**src/hdl/sbp_pkg.sv**
```systemverilog
// Constants and types shared by the signed byte multiply datapath.
package sbp_pkg;
    // Source operand forms taken by the multiply.
    typedef enum logic [3:0] {
        SBP_SRC_REG   = 4'h0,
        SBP_SRC_HALF  = 4'h1,
        SBP_SRC_IMM   = 4'h2,
        SBP_SRC_IND   = 4'h3,
        SBP_SRC_DIR   = 4'h4,
        SBP_SRC_LONG  = 4'h5,
        SBP_SRC_SHORT = 4'h6,
        SBP_SRC_REL   = 4'h7,
        SBP_SRC_STACK = 4'h8,
        SBP_SRC_BASE  = 4'h9
    } sbp_src_e;

    // Sequencer states, one-hot.
    typedef enum logic [2:0] {
        SBP_ST_IDLE  = 3'b001,
        SBP_ST_FETCH = 3'b010,
        SBP_ST_EXEC  = 3'b100
    } sbp_state_e;

    // Field codes for the index half, long index and base index selects.
    localparam logic [2:0] SBP_HALF_UPPER   = 3'h4;
    localparam logic [2:0] SBP_HALF_LOWER   = 3'h5;
    localparam logic [2:0] SBP_LONG_FIRST   = 3'h1;
    localparam logic [2:0] SBP_LONG_SECOND  = 3'h2;
    localparam logic [2:0] SBP_BASE_FIRST   = 3'h1;
    localparam logic [2:0] SBP_BASE_SECOND  = 3'h2;

    // Flag byte bit positions.
    localparam int SBP_FLAG_S = 7;
    localparam int SBP_FLAG_Z = 6;
    localparam int SBP_FLAG_H = 4;
    localparam int SBP_FLAG_V = 2;
    localparam int SBP_FLAG_N = 1;
    localparam int SBP_FLAG_C = 0;

    // Values after reset.
    localparam logic [15:0] SBP_RST_WORD = 16'h0000;
    localparam logic [7:0]  SBP_RST_BYTE = 8'h00;
endpackage : sbp_pkg

```
**src/hdl/sbp_mul_if.sv**
```systemverilog
// Interface that carries operands and results between the sequencer and the multiply core.
`timescale 1ns/1ps
`default_nettype none
interface sbp_mul_if #(parameter int DATA_W = 8);
    logic [DATA_W-1:0]   mcand;   // Accumulator copy.
    logic [DATA_W-1:0]   mplier;  // Source operand copy.
    logic [2*DATA_W-1:0] prod;    // Signed product.
    logic                carry;   // Upper half carries information.
    logic                sign;    // Product negative.
    logic                zero;    // Product is zero.

    modport core (input mcand, input mplier, output prod, output carry, output sign, output zero);
    modport user (output mcand, output mplier, input prod, input carry, input sign, input zero);
endinterface : sbp_mul_if
`default_nettype wire

```
**src/hdl/sbp_top.sv**
```systemverilog
// Execution datapath for the signed byte multiply instruction.
// Function
// - The accumulator is multiplied by the source byte and the whole 16-bit product goes to the product pair.
// - The accumulator and the source operand are only copied, never written back, so both keep their values.
// - Carry is 1 when the upper product byte is more than a sign extension of the lower byte, else 0.
// - Sign is set when the 16-bit product is negative and cleared otherwise.
// - Zero is set for a zero product, overflow is always cleared, half-carry and subtract keep their values.
// - An index half select of 100 takes the upper byte and 101 the lower byte.
// - A long index select of 001 uses the first index plus displacement and 010 the second.
// - A base index select of 001 uses the product pair plus first index and 010 the pair plus second index.
`timescale 1ns/1ps
`default_nettype none
module sbp_top
    import sbp_pkg::*;
#(
    parameter int DATA_W = 8
) (
    input  wire logic        CLK_SYS_IN,         // Core clock, 25 MHz.
    input  wire logic        RST_N_IN,           // Asynchronous reset, active low.
    input  wire logic        START_IN,           // Pulse: begin one multiply.
    input  wire logic [3:0]  SRC_FORM_IN,        // Source operand form.
    input  wire logic [7:0]  ACC_IN,             // Accumulator value.
    input  wire logic [7:0]  REG_IN,             // Register operand.
    input  wire logic [7:0]  IMM_IN,             // Immediate operand.
    input  wire logic        IDX_SEL_IN,         // 0 first index, 1 second index.
    input  wire logic [2:0]  HALF_SEL_IN,        // Index half select field.
    input  wire logic [2:0]  LONG_INDEX_SEL_IN,  // Long index select field.
    input  wire logic [2:0]  BASE_INDEX_SEL_IN,  // Base index select field.
    input  wire logic [15:0] FIRST_INDEX_IN,     // First index register.
    input  wire logic [15:0] SECOND_INDEX_IN,    // Second index register.
    input  wire logic [15:0] PRODUCT_PAIR_IN,    // Current product pair.
    input  wire logic [15:0] SP_IN,              // Stack pointer.
    input  wire logic [15:0] PC_IN,              // Program counter after the instruction.
    input  wire logic [15:0] DISP_IN,            // Displacement or direct address.
    input  wire logic [7:0]  FLAGS_IN,           // Flag byte before execution.
    input  wire logic        MEM_VALID_IN,       // Pulse: memory operand returned.
    input  wire logic [7:0]  MEM_DATA_IN,        // Memory operand byte.
    output logic      [15:0] ADDR_OUT,           // Operand address.
    output logic             ADDR_VALID_OUT,     // Level: memory read pending.
    output logic      [15:0] PRODUCT_PAIR_OUT,   // New product pair value.
    output logic             PRODUCT_WE_OUT,     // Pulse: write product pair.
    output logic      [7:0]  FLAGS_OUT,          // New flag byte.
    output logic             FLAGS_WE_OUT,       // Pulse: write flags.
    output logic             DONE_OUT,           // Pulse: instruction finished.
    output logic             FORM_ERR_OUT        // Pulse: unsupported field code.
);
    // The datapath and flag layout are built for byte operands only.
    if (DATA_W != 8) begin : g_width_check
        $error("sbp_top supports DATA_W of 8 only");
    end

    // Effective address with a sign-extended short displacement.
    function automatic logic [15:0] sbp_short_addr(input logic [15:0] base, input logic [7:0] d);
        sbp_short_addr = base + {{8{d[7]}}, d};
    endfunction

    sbp_state_e  state_ff, nxt_state;
    logic [7:0]  acc_ff, nxt_acc;
    logic [7:0]  src_ff, nxt_src;
    logic [7:0]  flg_ff, nxt_flg;
    logic [15:0] addr_ff, nxt_addr;
    logic        addr_vld_ff, nxt_addr_vld;
    logic [15:0] prod_ff, nxt_prod;
    logic        we_ff, nxt_we;
    logic [7:0]  flags_out_ff, nxt_flags_out;
    logic        done_ff, nxt_done;
    logic        err_ff, nxt_err;
    logic [15:0] sel_index;

    sbp_mul_if #(.DATA_W(DATA_W)) mul_bus ();

    sbp_mul_core #(.DATA_W(DATA_W)) u_core (
        .mul (mul_bus.core)
    );

    // The core only sees private copies; nothing here drives the accumulator or the source back.
    // operands kept intact
    assign mul_bus.mcand  = acc_ff;
    assign mul_bus.mplier = src_ff;

    assign sel_index = IDX_SEL_IN ? SECOND_INDEX_IN : FIRST_INDEX_IN;

    // Sequencer: decode the source form, fetch memory operands, then multiply.
    always_comb begin
        nxt_state     = state_ff;
        nxt_acc       = acc_ff;
        nxt_src       = src_ff;
        nxt_flg       = flg_ff;
        nxt_addr      = addr_ff;
        nxt_addr_vld  = addr_vld_ff;
        nxt_prod      = prod_ff;
        nxt_flags_out = flags_out_ff;
        nxt_we        = 1'b0;
        nxt_done      = 1'b0;
        nxt_err       = 1'b0;
        case (state_ff)
            SBP_ST_IDLE: begin
                if (START_IN) begin
                    nxt_acc   = ACC_IN;
                    nxt_flg   = FLAGS_IN;
                    nxt_state = SBP_ST_FETCH;
                    case (SRC_FORM_IN)
                        SBP_SRC_REG: begin
                            nxt_src   = REG_IN;
                            nxt_state = SBP_ST_EXEC;
                        end
                        SBP_SRC_HALF: begin
                            nxt_state = SBP_ST_EXEC;
                            if (HALF_SEL_IN == SBP_HALF_UPPER) begin
                                nxt_src = sel_index[15:8];
                            end else if (HALF_SEL_IN == SBP_HALF_LOWER) begin
                                nxt_src = sel_index[7:0];
                            end else begin
                                nxt_err   = 1'b1;
                                nxt_state = SBP_ST_IDLE;
                            end
                        end
                        SBP_SRC_IMM: begin
                            nxt_src   = IMM_IN;
                            nxt_state = SBP_ST_EXEC;
                        end
                        SBP_SRC_IND:   nxt_addr = PRODUCT_PAIR_IN;
                        SBP_SRC_DIR:   nxt_addr = DISP_IN;
                        SBP_SRC_SHORT: nxt_addr = sbp_short_addr(sel_index, DISP_IN[7:0]);
                        SBP_SRC_REL:   nxt_addr = PC_IN + DISP_IN;
                        SBP_SRC_STACK: nxt_addr = SP_IN + DISP_IN;
                        SBP_SRC_LONG: begin
                            if (LONG_INDEX_SEL_IN == SBP_LONG_FIRST) begin
                                nxt_addr = FIRST_INDEX_IN + DISP_IN;
                            end else if (LONG_INDEX_SEL_IN == SBP_LONG_SECOND) begin
                                nxt_addr = SECOND_INDEX_IN + DISP_IN;
                            end else begin
                                nxt_err   = 1'b1;
                                nxt_state = SBP_ST_IDLE;
                            end
                        end
                        SBP_SRC_BASE: begin
                            if (BASE_INDEX_SEL_IN == SBP_BASE_FIRST) begin
                                nxt_addr = PRODUCT_PAIR_IN + FIRST_INDEX_IN;
                            end else if (BASE_INDEX_SEL_IN == SBP_BASE_SECOND) begin
                                nxt_addr = PRODUCT_PAIR_IN + SECOND_INDEX_IN;
                            end else begin
                                nxt_err   = 1'b1;
                                nxt_state = SBP_ST_IDLE;
                            end
                        end
                        default: begin
                            nxt_err   = 1'b1;
                            nxt_state = SBP_ST_IDLE;
                        end
                    endcase
                    nxt_addr_vld = (nxt_state == SBP_ST_FETCH);
                end
            end
            SBP_ST_FETCH: begin
                // The read stays requested until the memory side answers; no timeout exists.
                if (MEM_VALID_IN) begin
                    nxt_src      = MEM_DATA_IN;
                    nxt_addr_vld = 1'b0;
                    nxt_state    = SBP_ST_EXEC;
                end
            end
            SBP_ST_EXEC: begin
                nxt_prod      = mul_bus.prod;
                nxt_we        = 1'b1;
                nxt_flags_out = flg_ff;
                nxt_flags_out[SBP_FLAG_S] = mul_bus.sign;
                nxt_flags_out[SBP_FLAG_Z] = mul_bus.zero;
                nxt_flags_out[SBP_FLAG_V] = 1'b0;
                nxt_flags_out[SBP_FLAG_C] = mul_bus.carry;
                nxt_done  = 1'b1;
                nxt_state = SBP_ST_IDLE;
            end
            default: begin
                nxt_state    = SBP_ST_IDLE;
                nxt_addr_vld = 1'b0;
            end
        endcase
    end

    // State and output registers; every output comes straight from here.
    always_ff @(posedge CLK_SYS_IN or negedge RST_N_IN) begin
        if (!RST_N_IN) begin
            state_ff     <= SBP_ST_IDLE;
            acc_ff       <= SBP_RST_BYTE;
            src_ff       <= SBP_RST_BYTE;
            flg_ff       <= SBP_RST_BYTE;
            addr_ff      <= SBP_RST_WORD;
            addr_vld_ff  <= 1'b0;
            prod_ff      <= SBP_RST_WORD;
            we_ff        <= 1'b0;
            flags_out_ff <= SBP_RST_BYTE;
            done_ff      <= 1'b0;
            err_ff       <= 1'b0;
        end else begin
            state_ff     <= nxt_state;
            acc_ff       <= nxt_acc;
            src_ff       <= nxt_src;
            flg_ff       <= nxt_flg;
            addr_ff      <= nxt_addr;
            addr_vld_ff  <= nxt_addr_vld;
            prod_ff      <= nxt_prod;
            we_ff        <= nxt_we;
            flags_out_ff <= nxt_flags_out;
            done_ff      <= nxt_done;
            err_ff       <= nxt_err;
        end
    end

    assign ADDR_OUT         = addr_ff;
    assign ADDR_VALID_OUT   = addr_vld_ff;
    assign PRODUCT_PAIR_OUT = prod_ff;
    assign PRODUCT_WE_OUT   = we_ff;
    assign FLAGS_OUT        = flags_out_ff;
    assign FLAGS_WE_OUT     = we_ff;
    assign DONE_OUT         = done_ff;
    assign FORM_ERR_OUT     = err_ff;
endmodule : sbp_top
`default_nettype wire

```
**src/hdl/sbp_mul_core.sv**
```systemverilog
// Combinational signed multiplier with result flag evaluation.
`timescale 1ns/1ps
`default_nettype none
module sbp_mul_core
    import sbp_pkg::*;
#(
    parameter int DATA_W = 8
) (
    sbp_mul_if.core mul  // Operand and result bundle.
);
    logic signed [2*DATA_W-1:0] full;

    // Both operands are two's complement, so the product is signed.
    // signed operand product
    always_comb begin
        full = $signed(mul.mcand) * $signed(mul.mplier);
    end

    // Result flags derived from the full product.
    always_comb begin
        mul.prod  = full;
        mul.carry = (full[2*DATA_W-1:DATA_W-1] != {(DATA_W+1){1'b0}}) &&
                    (full[2*DATA_W-1:DATA_W-1] != {(DATA_W+1){1'b1}});
        mul.sign  = full[2*DATA_W-1];
        mul.zero  = (full == '0);
    end
endmodule : sbp_mul_core
`default_nettype wire

```
**config.mk**
```make
export PLATFORM = sky130hd
export DESIGN_NAME = sbp_top
export DESIGN_NICKNAME = d
export VERILOG_FILES = /design/src/hdl/sbp_pkg.sv /design/src/hdl/sbp_mul_if.sv /design/src/hdl/sbp_top.sv /design/src/hdl/sbp_mul_core.sv
export SDC_FILE = /design/constraint.sdc
export NUM_CORES = 1
export LEC_CHECK = 0
export BUFFER_PORTS_ARGS = -buffer_cell sky130_fd_sc_hd__buf_2
export CORE_MARGIN = 2
export CORE_UTILIZATION = 25
export CTS_BUF_LIST = sky130_fd_sc_hd__clkbuf_2 sky130_fd_sc_hd__clkbuf_4 sky130_fd_sc_hd__clkbuf_8
export CTS_CLUSTER_SIZE = 8
export DETAILED_ROUTE_END_ITERATION = 6
export SKIP_LAST_GASP = 1
export SYNTH_ARGS = -nofsm -noshare
export SYNTH_HDL_FRONTEND = slang
export SYNTH_HIERARCHICAL = 1
export SYNTH_SLANG_ARGS = --single-unit
export TNS_END_PERCENT = 20
```
**constraint.sdc**
```tcl
create_clock -name CLK_SYS_IN -period 13.4 [get_ports CLK_SYS_IN]
set_input_delay 2.01 -clock CLK_SYS_IN [delete_from_list [all_inputs] [get_ports CLK_SYS_IN]]
set_output_delay 2.01 -clock CLK_SYS_IN [all_outputs]
set_load 0.05 [all_outputs]
```
# Word level (Yosys, flattened, before mapping)
# Index checks and enable logic that the tools add are counted.
[op_classes] add_sub_neg=7 mul=1 eq_ne=26 n_mux=37 n_bitwise=1 reduce_logical=14
[op_table] operator="$add A16 B16 Y16" count=7
[op_table] operator="$pmux W16 S7" count=1
[op_table] operator="$mux W16" count=5
[op_table] operator="$mux W8" count=4
[op_table] operator="$pmux W8 S3" count=1
[op_table] operator="$mux W3" count=6
[op_table] operator="$eq A4 B3 Y1 const B" count=4
[op_table] operator="$logic_not A16 Y1" count=1
[op_table] operator="$mul A8 B8 Y16" count=1
[op_table] operator="$pmux W8 S2" count=1
[op_table] operator="$pmux W3 S5" count=1
[op_table] operator="$eq A3 B2 Y1 const B" count=4
[op_table] operator="$mux W1" count=11
[op_table] operator="$reduce_and A5 Y1" count=2
[op_table] operator="$eq A3 B1 Y1 const B" count=3
[op_table] operator="$eq A3 B3 Y1 const B" count=3
[op_table] operator="$ne A9 B9 Y1 const B" count=1
[op_table] operator="$reduce_bool A9 Y1" count=1
[op_table] operator="$eq A4 B2 Y1 const B" count=2
[op_table] operator="$eq A4 B4 Y1 const B" count=2
[op_table] operator="$mux W2" count=4
[op_table] operator="$reduce_bool A7 Y1" count=1
[op_table] operator="$reduce_or A7 Y1" count=1
[op_table] operator="$ne A3 B3 Y1 const B" count=2
[op_table] operator="15 further kinds" count=17
[word_totals] register_bits=67 in_bits=154 word_cells=96

# Logic depth before layout (Yosys ltp)
[depth] depth_word=9 depth_mapped=20

# Hierarchy
# Netlist, hierarchy kept.
[modules_own_cells] module="sbp_top" n_inst=1 cells_per_inst=740 area_per_inst_um2=6344.8 seq_area_each_um2=1627.8
[modules_own_cells] module="sbp_mul_core" n_inst=1 cells_per_inst=307 area_per_inst_um2=2652.5 seq_area_each_um2=0.0

# Least setup slack after synthesis
# OpenSTA, ideal clock, no wires.
[synth_timing] path_kind="in2reg" from="input SRC_FORM_IN[1]" to="register addr_ff[13] (netlist: ADDR_OUT[13])" t_arrival_ns=4.910 t_required_ns=13.274 slack_ns=8.364 stages=15 n_path_buf=1 cell_sequence="or3b_4 > nor2_2 > clkbuf_1 > nor2b_1 > a211oi_1 > a31oi_1 > ha_1 > o211ai_1 > o21ai_0 > nor2_1 > o311ai_0 > nand2_1 > xnor2_1 > a221oi_2 > a21oi_1"
[synth_between] elab_chain_len=3 word_cells_on_any_way=12 classes_between="eq/ne (9); mux (1); reduce/logical (2)"
[synth_rtl] item="start: declaration" line="sbp_top.sv:21" text="input wire logic [3:0] SRC_FORM_IN,"
[synth_rtl] item="$eq A4 B4 Y1, or another cell as far along" line="sbp_top.sv:102" text="case (SRC_FORM_IN)"
[synth_rtl] item="$reduce_bool A7 Y1 (no line) / $ne A3 B3 Y1 (equally long branches)"
[synth_rtl] item="$reduce_and A5 Y1 (no line)"
[synth_rtl] item="end signal: assignment" line="sbp_top.sv:200" text="addr_ff <= nxt_addr;"
[synth_rtl] item="end: declaration" line="sbp_top.sv:61" text="logic [15:0] addr_ff, nxt_addr;"
# Parallel ways exist; a longest one is shown, timed or not.
# A chain may end at the register's enable or synchronous reset.

# Worst setup path after layout
[layout_timing] from="input SRC_FORM_IN[1]" to="register addr_ff[11] (netlist: ADDR_OUT[11])"
# The elaborated chain is that of the path after synthesis.

==> results.cfg <==
[grt]
grt_overflow_total = 0
track_usage_pct = 15.3
grt_pass1_vias = 8234
grt_pass1_wl_um = 45200
grt_max_degree = 66
antenna_found_initial = 3

[routing]
vias_per_cell = 4.82
wire_per_inst_um = 17.2
drt_iter0_drc = 436
drc = 0
ant_nets = 0
wl_um = 29000
vias = 8122
first_pass_iters = 4

[finish]
drive_above_1_share_pct = 25.5
layout_commonest_cell = buf_2
mostFrequentLayoutCells = 192 x buf_2, 103 x nand2_1, 96 x inv_1
num-nets-final = 1504
area_growth_pct = 18.3

[placement]
dp_hpwl_um = 24300
io_buffers = 193
place.gp.congestion = 0.924

[floorplan]
die_x_um = 194
dieHeight_um = 194
fp.dieArea_mm2 = 0.0375
rows = 69
core_area_mm2 = 0.0355
start_util_pct = 25.4
io_pins = 199

[synth]
synth_area_leader_cell = dfrtp_1
netlist-cell-type-count = 76
yosys_warnings = 6
yosys-top-cells-area = dfrtp_1 18%, fa_1 13%, ha_1 11%
synth_area_mm2 = 0.00900
ys.flop_type = dfrtp_1
syn_area_per_cell_um2 = 8.59
synth_nets = 1335
ys_seq_area_share_pct = 18.1
synth-edff-count = 0
async_flop_share_pct = 100
netlist_instances = 1047
yosys.area.top_type_share_pct = 17.8
ys_ff_latch = 65

[sta]
period_minus_slack_ns = 6.00
hold_violations = 0
max_freq_ghz = 0.167
drv_slew = 0
slew-limit-headroom_pct = 28.6
setup-violations-final = 0
worstMarginPinSlew_ns = 1.07
finalSetupTns_ns = 0
worst_clock_skew_ns = 0.0200
fin_crit_sh_pct = 44.7
rsz0062_at_grt = no

[status]
outcome = completed

[clock_tree]
cts_made_buffers = 9
post_cts_buffers = 0
clk_latency_ns = 0.38
clkTransAtPathRegs_ns = 0.08
cts.path.max_buffers = 2
cts_tree = built
cts-hold-fix-buffers = 0
clkSinkCount = 65
post_cts_resized = 0
htreeDepth = 3
cts_root_buffer = clkbuf_8

[setup_path]
crit_start = SRC_FORM_IN[1]
crit_end = ADDR_OUT[11]
reg2reg_from = mul_bus.mplier[3]
worstSetupPathDepth = 14
crit_family = compound AO/OA/AOI/OAI gates
cp_slowest_cell = nor2_2
setup.worst_path.end_class = flip-flop
critPathLaunchType = input port
cp_max_fo = 31
r2r_end = FLAGS_OUT[6]
worst-setup-path-type = in2reg
path_buf_inv = 1
path_cells = buf_2, or3b_4, nor2_2, a211oi_1, a31oi_1, ha_1, a211oi_1, o21ai_0, nor2_1, o21ai_0, a31oi_1, xnor2_1, a221oi_1, a31oi_1
max_stage_delay_ns = 0.80
cp.arrival_ns = 6.24
rrSetupSlack_ns = 7.98
reg2reg_depth = 18
cp_common_cell = a31oi_1
required_ns = 13.65

[min_path]
hold_class = reg2reg

[run]
drv_cap = 0
## worst min path at each step
stage | startpoint | endpoint | slack [ns] | cells after the start
after global routing | ADDR_OUT[0] | ADDR_OUT[0] | 0.52 | 2
after CTS | ADDR_OUT[1] | ADDR_OUT[1] | 0.49 | 2
final | ADDR_OUT[1] | ADDR_OUT[1] | 0.48 | 2
after floorplan | flg_ff[5] | flg_ff[5] | 0.47 | 1
after global placement | ADDR_VALID_OUT | ADDR_VALID_OUT | 0.46 | 2
after detailed placement | ADDR_OUT[1] | ADDR_OUT[1] | 0.47 | 2
## metrics by stage
step	cells	util [%]	hold WS [ns]	worst slack (ns)	cell area [µm²]
after floorplan	1047	-	0.475	8.36	9000
after global placement	1666	29.4	0.462	7.06	10400
after detailed placement	1666	29.4	0.469	6.99	10400
after CTS	1682	30.0	0.486	7.38	10600
after global routing	1682	30.0	0.517	6.94	10600
final	1685	30.0	0.481	7.40	10600
## state kept, by name (all words and copies together), names as in the netlist
| register | flops |
|---|---|
| ADDR_OUT | 16 |
| PRODUCT_PAIR_OUT | 16 |
| acc_ff | 8 |
| mul_bus.mplier | 8 |
| FLAGS_OUT | 7 |
| flg_ff | 4 |
| state_ff | 3 |
| ADDR_VALID_OUT | 1 |
| DONE_OUT | 1 |
| FORM_ERR_OUT | 1 |
## synth_stat cells, types with 12 or more instances
| cell type | instances |
|---|---|
| xnor2_1 | 28 |
| a211oi_1 | 28 |
| clkbuf_1 | 27 |
| o21ai_0 | 48 |
| dfrtp_1 | 64 |
| mux2_2 | 67 |
| a31oi_1 | 24 |
| a21oi_1 | 63 |
| and2_1 | 50 |
| nor2_1 | 57 |
| mux2i_1 | 15 |
| inv_1 | 96 |
| nand3_1 | 13 |
| nand2_1 | 103 |
| nor3_1 | 12 |
| ha_1 | 76 |
| nand2b_1 | 14 |
| a21o_1 | 17 |
| nor2b_1 | 26 |
| xor2_1 | 25 |
| a221oi_1 | 14 |
| fa_1 | 58 |
## routing by layer
layer  global-route usage (%)  share of wire [%]
met1                     18.5                 43
met2                     27.6                 50
met3                     2.77                5.5
met4                     4.30                2.0
met5                        0                  0
## tightest hold or removal path: cells and delay by family (launching register included)
family           cells  cell delay, ns
AND/OR/NAND/NOR      1            0.05
flip-flops           1            0.34
AO/OA/AOI/OAI        1            0.06
## kinds of logic after synthesis
group / synth area share [%]
buffers and inverters: 6.24
multiplexers: 10.1
AND/OR/NAND/NOR: 17.7
AO/OA/AOI/OAI: 18.8
flip-flops: 18.1
XOR/XNOR: 5.60
other: 0.0417
adder cells (fa/ha/maj): 23.5
## area by class of cell
type / instances / area (µm²)
Antenna cell: 3 / 7.51
Multi-Input combinational cell: 842 / 6830
Inverter: 96 / 360
Fill cell: 3807 / 24800
Tap cell: 461 / 577
Timing Repair Buffer: 202 / 1040
Clock inverter: 6 / 67.6
Clock buffer: 10 / 138
Sequential cell: 65 / 1630
Power is not shown: default switching activity piles up to over one toggle a cycle in this logic, so the estimate is an artifact.
